[src/ccs_regs.vh]
// register map, field positions, reset values and timing constants of the charge supervisor
//
// Contract
// - terminate when above recharge level and current below termination; battery switch off
// - on termination phase code becomes 11 and one alert pulse issues
// - no termination during input current, input voltage or thermal regulation
// - terminate-allow bit at 0 blocks termination; host clears it beforehand
// - top-off timer follows safety timer pause and half-rate counting
// - readable bit shows top-off timer running
// - top-off reset on enable rise, termination rise or register reset
// - top-off length captured at termination; later writes wait for recharge
// - alert pulse at top-off start and at top-off expiry
// - charge only inside outer thermistor range; suspend outside, resume inside
// - warm band regulates to target or 4.1V per warm voltage select
// - cool band reduces current per cool current select, lowest 20 percent
// - boost thermistor out of range: suspend boost, source code 000, fault
// - boost hot limit 11 reports fault but keeps boost running
// - safety limit 2 hours below low-voltage level, programmed limit otherwise
// - safety expiry sets fault code 11 and issues alert pulse
// - safety-timer-allow cleared disables safety timer entirely
// - half-rate safety count during regulation or cool band unless slow allow 0
// - safety timer pauses during fault; resets on stop and restart of charging
// - system floor flag high while system held at minimum voltage
// - input voltage or current limit flags high while limit reduces charge
// - phase code 00 disabled, 01 precharge, 10 fast, 11 done
// - after done, new cycle once battery falls below recharge threshold; code also waits for the top-off timer to end
`ifndef CCS_REGS_VH
`define CCS_REGS_VH

// ****************************************************************
// register offsets (byte addresses)
// ****************************************************************
`define CCS_OFS_CTRL      4'h0
`define CCS_OFS_STAT      4'h4

// ****************************************************************
// control register fields
// ****************************************************************
`define CCS_CTL_CHG_ALLOW 0
`define CCS_CTL_TERM_EN   1
`define CCS_CTL_SAFE_EN   2
`define CCS_CTL_SLOW_EN   3
`define CCS_CTL_WARM_SEL  4
`define CCS_CTL_BOOST_EN  5
`define CCS_CTL_REG_RST   7
`define CCS_CTL_BOOST_HOT_LIMIT_SEL_LO   8
`define CCS_CTL_COOL_LO   10
`define CCS_CTL_FTMR_LO   12
`define CCS_CTL_TOPO_LO   14
`define CCS_CTL_RESET     16'h000F

// ****************************************************************
// status register fields
// ****************************************************************
`define CCS_ST_PHASE_LO   0
`define CCS_ST_TOPO_RUN   2
`define CCS_ST_SRC_LO     3
`define CCS_ST_NTC_FLT    6
`define CCS_ST_FLT_LO     7
`define CCS_ST_SYS_FLOOR  9
`define CCS_ST_VLIM       10
`define CCS_ST_ILIM       11

// ****************************************************************
// codes
// ****************************************************************
`define CCS_PH_OFF        2'h0
`define CCS_PH_PRE        2'h1
`define CCS_PH_FAST       2'h2
`define CCS_PH_DONE       2'h3
`define CCS_FLT_NONE      2'h0
`define CCS_FLT_SAFETY    2'h3
`define CCS_SRC_BOOST     3'h7
`define CCS_SRC_NONE      3'h0
`define CCS_BOOST_HOT_LIMIT_SEL_NOSUSP   2'h3

// ****************************************************************
// timing
// ****************************************************************
`define CCS_CLK_NS        32'h0000000A
`define CCS_TICK_NS       32'h3B9ACA00
`define CCS_LOWV_SEC      17'h01C20
`define CCS_FAST0_SEC     17'h04650
`define CCS_FAST1_SEC     17'h08CA0
`define CCS_FAST2_SEC     17'h0D2F0
`define CCS_FAST3_SEC     17'h11940
`define CCS_TOPO1_SEC     16'h0384
`define CCS_TOPO2_SEC     16'h0708
`define CCS_TOPO3_SEC     16'h0A8C

`endif

[src/ccs_charge_supervisor.v]
// charge cycle supervisor: termination, top-off, thermistor bands, safety timer, status
`timescale 1ns/1ns
`include "ccs_regs.vh"

module ccs_charge_supervisor #(
   parameter TICK_CYCLES = `CCS_TICK_NS / `CCS_CLK_NS
) (
   input  wire        clock,
   input  wire        rst_n,
   // avalon-mm slave
   input  wire [3:0]  avs_address,
   input  wire        avs_read,
   input  wire        avs_write,
   input  wire [31:0] avs_writedata,
   output reg  [31:0] avs_readdata,
   output reg         avs_waitrequest,
   // charge enable pin, active low, asynchronous
   input  wire        chg_enable_n,
   // comparator flags, synchronous to clock
   input  wire        vbat_above_rechg,
   input  wire        ichg_below_term,
   input  wire        in_icl_reg,
   input  wire        in_vcl_reg,
   input  wire        in_thermal_reg,
   input  wire        ts_in_range,
   input  wire        ts_cool,
   input  wire        ts_warm,
   input  wire        ts_boost_ok,
   input  wire        vbat_below_lowv,
   input  wire        vbat_below_fast,
   input  wire        sys_at_floor,
   input  wire        fault_present,
   input  wire [2:0]  input_source_in,
   // outputs
   output reg  [1:0]  charge_phase_code,
   output reg         batfet_on,
   output reg         boost_run,
   output reg  [2:0]  input_source_code,
   output reg         thermistor_fault,
   output reg         vreg_use_4v1,
   output reg         cool_reduce,
   output reg  [1:0]  cool_current_select,
   output reg         host_alert
);

   // ****************
   // state and registers
   // ****************
   reg  [15:0] ctrl_ff;
   reg  [1:0]  phase_ff;
   reg  [1:0]  nxt_phase;
   reg         topo_run_ff;
   reg  [15:0] topo_len_ff;
   reg  [15:0] topo_cnt_ff;
   reg  [16:0] safe_cnt_ff;
   reg  [1:0]  fault_code_ff;
   reg  [26:0] pre_ff;
   reg         half_ff;
   reg         en_s1_ff;
   reg         en_s2_ff;
   reg         en_s3_ff;
   reg         pin_n_ff;
   reg         user_en_d_ff;
   reg         term_d_ff;
   reg         ack_ff;
   reg         rst_pulse_ff;
   reg  [16:0] safe_lim;
   reg  [15:0] topo_sel_len;

   wire        charge_allow = ctrl_ff[`CCS_CTL_CHG_ALLOW];
   wire        term_allow   = ctrl_ff[`CCS_CTL_TERM_EN];
   wire        safe_allow   = ctrl_ff[`CCS_CTL_SAFE_EN];
   wire        slow_allow   = ctrl_ff[`CCS_CTL_SLOW_EN];
   wire        warm_sel     = ctrl_ff[`CCS_CTL_WARM_SEL];
   wire        boost_en     = ctrl_ff[`CCS_CTL_BOOST_EN];
   wire [1:0]  boost_hot_limit_sel_sel     = ctrl_ff[`CCS_CTL_BOOST_HOT_LIMIT_SEL_LO+1:`CCS_CTL_BOOST_HOT_LIMIT_SEL_LO];
   wire [1:0]  cool_sel     = ctrl_ff[`CCS_CTL_COOL_LO+1:`CCS_CTL_COOL_LO];
   wire [1:0]  ftmr_sel     = ctrl_ff[`CCS_CTL_FTMR_LO+1:`CCS_CTL_FTMR_LO];
   wire [1:0]  topo_sel     = ctrl_ff[`CCS_CTL_TOPO_LO+1:`CCS_CTL_TOPO_LO];

   // ****************
   // bus slave
   // ****************
   wire        req       = avs_read | avs_write;
   wire        wr_ctrl   = avs_write & ack_ff & (avs_address == `CCS_OFS_CTRL);
   wire        reg_reset = wr_ctrl & avs_writedata[`CCS_CTL_REG_RST];
   wire [31:0] stat_word = {20'h00000,
                            in_icl_reg, in_vcl_reg, sys_at_floor,
                            fault_code_ff, thermistor_fault, input_source_code,
                            topo_run_ff, phase_ff};

   // ****************
   // enable pin synchroniser
   // ****************
   // three stages; the held level changes only once stages two and three agree
   always @(posedge clock) begin
      if (!rst_n) begin
         en_s1_ff <= 1'b1;
         en_s2_ff <= 1'b1;
         en_s3_ff <= 1'b1;
         pin_n_ff <= 1'b1;
      end else begin
         en_s1_ff <= chg_enable_n;
         en_s2_ff <= en_s1_ff;
         en_s3_ff <= en_s2_ff;
         if (en_s2_ff == en_s3_ff) begin
            pin_n_ff <= en_s3_ff;
         end
      end
   end

   // ****************
   // derived conditions
   // ****************
   wire user_en     = charge_allow & ~pin_n_ff;
   wire user_en_up  = user_en & ~user_en_d_ff;
   wire safe_fault  = (fault_code_ff == `CCS_FLT_SAFETY);
   wire chg_run     = user_en & ts_in_range & ~safe_fault;
   wire any_reg     = in_icl_reg | in_vcl_reg | in_thermal_reg;
   wire slow_mode   = slow_allow & (any_reg | ts_cool);
   wire paused      = fault_present | ~ts_in_range;
   wire in_fast     = (phase_ff == `CCS_PH_FAST);
   // hold off during regulation or when termination not allowed
   wire term_det    = chg_run & in_fast & vbat_above_rechg & ichg_below_term
                      & ~any_reg & term_allow;
   wire term_rise   = term_det & ~term_d_ff;
   wire recharge    = chg_run & (phase_ff == `CCS_PH_DONE) & ~vbat_above_rechg
                      & ~topo_run_ff;
   wire topo_rst    = user_en_up | term_rise | rst_pulse_ff;

   // one prescaled second tick; in slow mode only every second tick counts
   wire base_tick   = (pre_ff == TICK_CYCLES - 1);
   wire count_tick  = base_tick & ~paused & (~slow_mode | half_ff);
   wire topo_exp    = topo_run_ff & count_tick & (topo_cnt_ff + 16'h0001 >= topo_len_ff);
   wire safe_active = safe_allow & chg_run & (phase_ff != `CCS_PH_DONE);
   wire safe_exp    = safe_active & count_tick & (safe_cnt_ff + 17'h00001 >= safe_lim);

   // ****************
   // limit selection
   // ****************
   // safety limit in seconds and selected top-off length
   always @* begin
      if (vbat_below_lowv) begin
         safe_lim = `CCS_LOWV_SEC;
      end else if (ftmr_sel == 2'h0) begin
         safe_lim = `CCS_FAST0_SEC;
      end else if (ftmr_sel == 2'h1) begin
         safe_lim = `CCS_FAST1_SEC;
      end else if (ftmr_sel == 2'h2) begin
         safe_lim = `CCS_FAST2_SEC;
      end else begin
         safe_lim = `CCS_FAST3_SEC;
      end
      if (topo_sel == 2'h1) begin
         topo_sel_len = `CCS_TOPO1_SEC;
      end else if (topo_sel == 2'h2) begin
         topo_sel_len = `CCS_TOPO2_SEC;
      end else if (topo_sel == 2'h3) begin
         topo_sel_len = `CCS_TOPO3_SEC;
      end else begin
         topo_sel_len = 16'h0000;
      end
   end

   // ****************
   // charge phase machine
   // ****************
   // next phase from enable, battery level and termination
   always @* begin
      nxt_phase = phase_ff;
      case (phase_ff)
         `CCS_PH_OFF: begin
            if (chg_run) begin
               nxt_phase = vbat_below_fast ? `CCS_PH_PRE : `CCS_PH_FAST;
            end
         end
         `CCS_PH_PRE: begin
            if (!chg_run) begin
               nxt_phase = `CCS_PH_OFF;
            end else if (!vbat_below_fast) begin
               nxt_phase = `CCS_PH_FAST;
            end
         end
         `CCS_PH_FAST: begin
            if (!chg_run) begin
               nxt_phase = `CCS_PH_OFF;
            end else if (term_det) begin
               nxt_phase = `CCS_PH_DONE;
            end
         end
         default: begin
            if (!chg_run) begin
               nxt_phase = `CCS_PH_OFF;
            end else if (recharge) begin
               nxt_phase = vbat_below_fast ? `CCS_PH_PRE : `CCS_PH_FAST;
            end
         end
      endcase
   end

   // ****************
   // sequential core
   // ****************
   // control register, timers, phase and fault
   always @(posedge clock) begin
      if (!rst_n) begin
         ctrl_ff       <= `CCS_CTL_RESET;
         phase_ff      <= `CCS_PH_OFF;
         topo_run_ff   <= 1'b0;
         topo_len_ff   <= 16'h0000;
         topo_cnt_ff   <= 16'h0000;
         safe_cnt_ff   <= 17'h00000;
         fault_code_ff <= `CCS_FLT_NONE;
         pre_ff        <= 27'h0000000;
         half_ff       <= 1'b0;
         user_en_d_ff  <= 1'b0;
         term_d_ff     <= 1'b0;
         rst_pulse_ff  <= 1'b0;
      end else begin
         user_en_d_ff <= user_en;
         term_d_ff    <= term_det;
         rst_pulse_ff <= reg_reset;
         phase_ff     <= nxt_phase;
         // control register, register reset returns defaults
         if (reg_reset) begin
            ctrl_ff <= `CCS_CTL_RESET;
         end else if (wr_ctrl) begin
            ctrl_ff <= avs_writedata[15:0] & 16'hFF7F;
         end
         // prescaler and half-rate toggle
         if (base_tick) begin
            pre_ff <= 27'h0000000;
            if (!paused) begin
               half_ff <= ~half_ff;
            end
         end else begin
            pre_ff <= pre_ff + 27'h0000001;
         end
         // top-off: length captured at termination only
         if (topo_rst && !term_rise) begin
            topo_run_ff <= 1'b0;
            topo_cnt_ff <= 16'h0000;
         end else if (term_rise && nxt_phase == `CCS_PH_DONE) begin
            topo_len_ff <= topo_sel_len;
            topo_cnt_ff <= 16'h0000;
            topo_run_ff <= (topo_sel_len != 16'h0000);
         end else if (topo_exp || !chg_run) begin
            topo_run_ff <= 1'b0;
         end else if (topo_run_ff && count_tick) begin
            topo_cnt_ff <= topo_cnt_ff + 16'h0001;
         end
         // safety timer
         if (user_en_up || !safe_allow || reg_reset) begin
            safe_cnt_ff <= 17'h00000;
         end else if (recharge) begin
            safe_cnt_ff <= 17'h00000;
         end else if (safe_active && count_tick) begin
            safe_cnt_ff <= safe_cnt_ff + 17'h00001;
         end
         // fault code: set wins, cleared on restart or reset
         if (safe_exp) begin
            fault_code_ff <= `CCS_FLT_SAFETY;
         end else if (user_en_up || !safe_allow || reg_reset) begin
            fault_code_ff <= `CCS_FLT_NONE;
         end
      end
   end

   // ****************
   // registered outputs
   // ****************
   // phase, switch, band limits, boost supervision and alert
   always @(posedge clock) begin
      if (!rst_n) begin
         charge_phase_code   <= `CCS_PH_OFF;
         batfet_on           <= 1'b0;
         boost_run           <= 1'b0;
         input_source_code   <= `CCS_SRC_NONE;
         thermistor_fault    <= 1'b0;
         vreg_use_4v1        <= 1'b0;
         cool_reduce         <= 1'b0;
         cool_current_select <= 2'h0;
         host_alert          <= 1'b0;
      end else begin
         charge_phase_code   <= nxt_phase;
         // switch off once done and top-off finished
         batfet_on           <= chg_run & (nxt_phase != `CCS_PH_DONE | topo_run_ff
                                & ~topo_exp);
         vreg_use_4v1        <= ts_warm & warm_sel;
         cool_reduce         <= ts_cool & chg_run;
         cool_current_select <= cool_sel;
         thermistor_fault    <= boost_en & ~ts_boost_ok;
         boost_run           <= boost_en & (ts_boost_ok
                                | (boost_hot_limit_sel_sel == `CCS_BOOST_HOT_LIMIT_SEL_NOSUSP));
         if (boost_en && (ts_boost_ok || boost_hot_limit_sel_sel == `CCS_BOOST_HOT_LIMIT_SEL_NOSUSP)) begin
            input_source_code <= `CCS_SRC_BOOST;
         end else if (boost_en) begin
            input_source_code <= `CCS_SRC_NONE;
         end else begin
            input_source_code <= input_source_in;
         end
         // one pulse for termination/top-off start, expiry, safety fault
         host_alert <= (term_det & in_fast) | topo_exp | safe_exp;
      end
   end

   // ****************
   // bus answer
   // ****************
   // waitrequest drops one cycle after a request is seen
   always @(posedge clock) begin
      if (!rst_n) begin
         avs_waitrequest <= 1'b1;
         ack_ff          <= 1'b0;
         avs_readdata    <= 32'h00000000;
      end else begin
         if (req && !ack_ff && avs_waitrequest) begin
            ack_ff          <= 1'b1;
            avs_waitrequest <= 1'b0;
            if (avs_address == `CCS_OFS_CTRL) begin
               avs_readdata <= {16'h0000, ctrl_ff};
            end else if (avs_address == `CCS_OFS_STAT) begin
               avs_readdata <= stat_word;
            end else begin
               avs_readdata <= 32'h00000000;
            end
         end else begin
            ack_ff          <= 1'b0;
            avs_waitrequest <= 1'b1;
         end
      end
   end

endmodule // ccs_charge_supervisor

[config.mk]
export PLATFORM = sky130hd
export DESIGN_NAME = ccs_charge_supervisor
export DESIGN_NICKNAME = d
export VERILOG_FILES = /design/src/ccs_charge_supervisor.v
export VERILOG_INCLUDE_DIRS = /design/src
export SDC_FILE = /design/constraint.sdc
export NUM_CORES = 1
export LEC_CHECK = 0
export BUFFER_PORTS_ARGS = -buffer_cell sky130_fd_sc_hd__buf_2
export CAP_MARGIN = 20
export CORE_AREA = 2 2 156 120
export CTS_CLUSTER_SIZE = 40
export DETAILED_ROUTE_END_ITERATION = 7
export DIE_AREA = 0 0 158 122
export GPL_TIMING_DRIVEN = 0
export SLEW_MARGIN = 20
export SYNTH_ARGS = -nofsm -noshare
export SYNTH_HDL_FRONTEND = slang
export SYNTH_SLANG_ARGS = --single-unit
export TNS_END_PERCENT = 30
[constraint.sdc]
create_clock -name clock -period 4 [get_ports clock]
set_clock_uncertainty 0.15 [all_clocks]
set_input_delay 0.2 -clock clock [delete_from_list [all_inputs] [get_ports clock]]
set_output_delay 0.2 -clock clock [all_outputs]
set_load 0.01 [all_outputs]
==> out/qor.yml <==
global_routing:
  first_global_vias: 4755
  grt_use_total: 0.1580
  antenna_found_initial: 0
  grt_max_degree: 17
  grt_pass1_wl_mm: 23.88
  grt-ovfl-total: 0
status:
  status: "finished, final reports clean"
power:
  power_uw: 2957
  sequentialPowerShare: 0.417
  switching_share: 0.2258
  intPower_uw: 2289
  switchingPower_uw: 667.7
  p_per_area_mw_per_mm2: 382.3
  ir_drop_v: 0.0002803
  clkPwrFrac: 0.536
  combinationalPowerShare: 0.048
  p_leak_uw: 0.003182
cts:
  path_clk_slew_ns: 0.06
  root_buffer: "clkbuf_16"
  h-tree-depth: 4
  worstSkewPairLatency_ns: 0.42
  cts.sinks: 122
  cts_buffers: 17
  cts_tree: "done"
  clock_path_buffers: 2
floorplan:
  io_pins: 103
  start_util: 0.3399
  die_height_um: 122
  rows: 43
  die_w_um: 158
  die_area_mm2: 0.01928
  coreArea_mm2: 0.01797
flow_run:
  cap_violations: 0
layout:
  syn2layout_area_growth_pct: 26.61
  layout-drive-gt1-share: 0.1706
  nNetsFinal: 928
  fill_cells: 1776
  antenna_cells: 0
yosys:
  synth-edff-count: 0
  synth_seq_cells: 122
  synth_ff_type: "dfxtp_1"
  seq_area_frac_synth: 0.3998
  async_reset_ff_frac: 0
  netlist-cell-type-count: 67
  synth_cells: 705
  syn_area_per_cell_um2: 8.664
  syn-cell-area_mm2: 0.006108
  yosys_warnings: 0
sta:
  fmaxAchievable_mhz: 268.3
  rsz0062_at_grt: "no"
  finalSetupViolCount: 0
  slew_headroom: 0.5028
  fin_crit_sh: 0.9319
  drv_slew: 0
  worst_pin_slew_ns: 0.7390
  fin_tns_setup_ns: 0
  min_period_ns: 3.728
  finalHoldViolCount: 0
routing:
  vias_per_cell: 4.671
  drt_first_pass_iters: 5
  drtIter0Drc: 461
  ant_nets: 0
  wl_mm: 14.70
  drc: 0
  vias: 5124
  wl_per_cell_um: 13.40
critical_path:
  cp_num_buf_inv: 1
  critical_path_class: "flop to flop"
  startpoint_type: "flop"
  path_cells: "ha_1 -> nand3_1 -> nor3_2 -> xnor2_1 -> ha_1 -> and4_1 -> o21ai_0 -> a221oi_1 -> or4_4 -> nor3_4 -> buf_6 -> mux2i_1 -> nor2_1"
  required_ns: 4.13
  cpMostUsedCell: "ha_1"
  cp_data_arrival_time_ns: 3.86
  slowest_delay_ns: 0.59
  endpoint_kind: "flop"
  crit_path_top_delay_cell: "or4_4"
  critPathMaxFanout: 10
  critical_path.top_delay_family: "simple AND/OR/NAND/NOR gates"
placed_design:
  port_buffers: 68
  place_hpwl_mm: 10.58
  gp_congestion: 0.8097
hold_path:
  hold_path.class: "primary input to flop"
## cell usage after synthesis (8+ instances only)
cell type  instances  share of area
a21oi_1           31          0.025
nand4_1           15          0.015
mux2i_1           16          0.026
nor2_1            94          0.058
dfxtp_1          122           0.40
clkbuf_1          19          0.012
ha_1              34          0.070
and3_1            11          0.011
nand2b_1           8         0.0082
nand3_1           27          0.022
xor2_1            37          0.053
and2_1            11          0.011
buf_4             16          0.020
inv_1             22          0.014
xnor2_1           29          0.042
o21ai_0           19          0.016
nor3_1            14          0.011
nand2_1           85          0.052
## per-layer routing
layer,up-vias,part of all wire,track usage
met2,119,0.41,0.2274
li1,2663,-,-
met3,14,0.046,0.04447
met5,-,0,0
met4,0,0.011,0.04392
met1,2328,0.53,0.2295
## worst paths after layout
check / slack [ns] / cells past startpoint / to / startpoint
worst max-delay path: 0.27 / 13 / topo_cnt_ff[1]$_SDFFE_PP0P_ / topo_cnt_ff[0]$_SDFFE_PP0P_
worst min-delay path: 0.02 / 4 / avs_readdata[9]$_SDFFE_PN0P_ / sys_at_floor
worst max register to register: 0.27 / 13 / topo_cnt_ff[1]$_SDFFE_PP0P_ / topo_cnt_ff[0]$_SDFFE_PP0P_
worst min register to register: 0.26 / 1 / en_s2_ff$_SDFF_PN1_ / en_s1_ff$_SDFF_PN1_
## layout make-up
| type | instances | area, um^2 | share of cell area |
|---|---|---|---|
| Sequential cell | 122 | 2442 | 0.3158 |
| Tap cell | 247 | 309.0 | 0.03996 |
| Inverter | 23 | 86.33 | 0.01116 |
| Buffer | 37 | 207.7 | 0.02686 |
| Multi-Input combinational cell | 538 | 3441 | 0.4449 |
| Clock buffer | 19 | 442.9 | 0.05727 |
| Clock inverter | 13 | 168.9 | 0.02184 |
| Timing Repair Buffer | 98 | 635.6 | 0.08219 |
## cells in the final DEF, fill, tap and decap left out, drive strengths merged, types with 5 or more instances in the layout
cell type / synthesis / layout
dfxtp: 122 / 122
nor2: 95 / 95
buf: 18 / 88
nand2: 85 / 85
clkbuf: 19 / 38
xor2: 37 / 37
ha: 34 / 34
a21oi: 31 / 31
xnor2: 29 / 29
nand3: 29 / 29
dlygate4sd3: 0 / 28
inv: 22 / 23
o21ai: 21 / 21
mux2i: 16 / 16
conb: 1 / 16
nand4: 15 / 15
nor3: 15 / 15
and3: 11 / 11
and2: 11 / 11
nand2b: 8 / 8
nor4: 7 / 7
clkinv: 1 / 6
and4: 5 / 5
## per-stage QoR
stage	area (um^2)	worst slack, ns	cells	hold WS, ns	utilization
2_1_floorplan	6165	0.6406	720	0.1224	-
3_3_place_gp	6814	0.1062	1035	0.2362	0.3792
3_5_place_dp	6814	0.1196	1035	0.2307	0.3792
4_1_cts	7706	0.07935	1095	0.003839	0.4288
5_1_grt	7734	0.01540	1097	0.03092	0.4304
6_report	7734	0.2722	1097	0.01819	0.4304
## power groups by stage
stage	Sequential (uW)	Clock [uW]	Combinational [uW]
2_1_floorplan	1260	0	70.7
3_3_place_gp	1260	0	122
3_5_place_dp	1260	0	121
4_1_cts	1230	1610	140
5_1_grt	1230	1670	154
6_report	1230	1580	141
## sequential cells by signal, summed over array words and instances, names as in the netlist, 2 cells and up
signal,count
topo_len_ff,6
charge_phase_code,2
pre_ff,27
ctrl_ff,15
safe_cnt_ff,17
input_source_code,3
topo_cnt_ff,16
cool_current_select,2
avs_readdata,16
## logic make-up after synthesis
kind of cell / Yosys count / share of synthesized area
AOI/OAI and AO/OA: 89 / 0.09382
xor gates and xnor gates: 66 / 0.09463
adders and majority gates: 34 / 0.06964
buffers and inverters: 60 / 0.04814
DFF: 122 / 0.3998
muxes: 20 / 0.03359
other: 1 / 0.0006139
and+or+nand+nor: 313 / 0.2597
## worst reg2reg max path, delay by kind of cell, from the launching register on
family,cells,cell delay [ns]
compound gates,2,0.22
xor+xnor,1,0.20
fa+ha+maj,2,0.62
buf+inv,1,0.20
flops,1,0.43
mux,1,0.20
simple gates,6,1.57
## timing repair
action	4_1_cts	5_1_grt
buffers inserted	0	2
hold buffers	28	0
resized for setup	0	3
endpoints found under the hold margin	26	0
setup endpoints to repair	0	14
No activity file was read; power rests on OpenSTA's default activity.
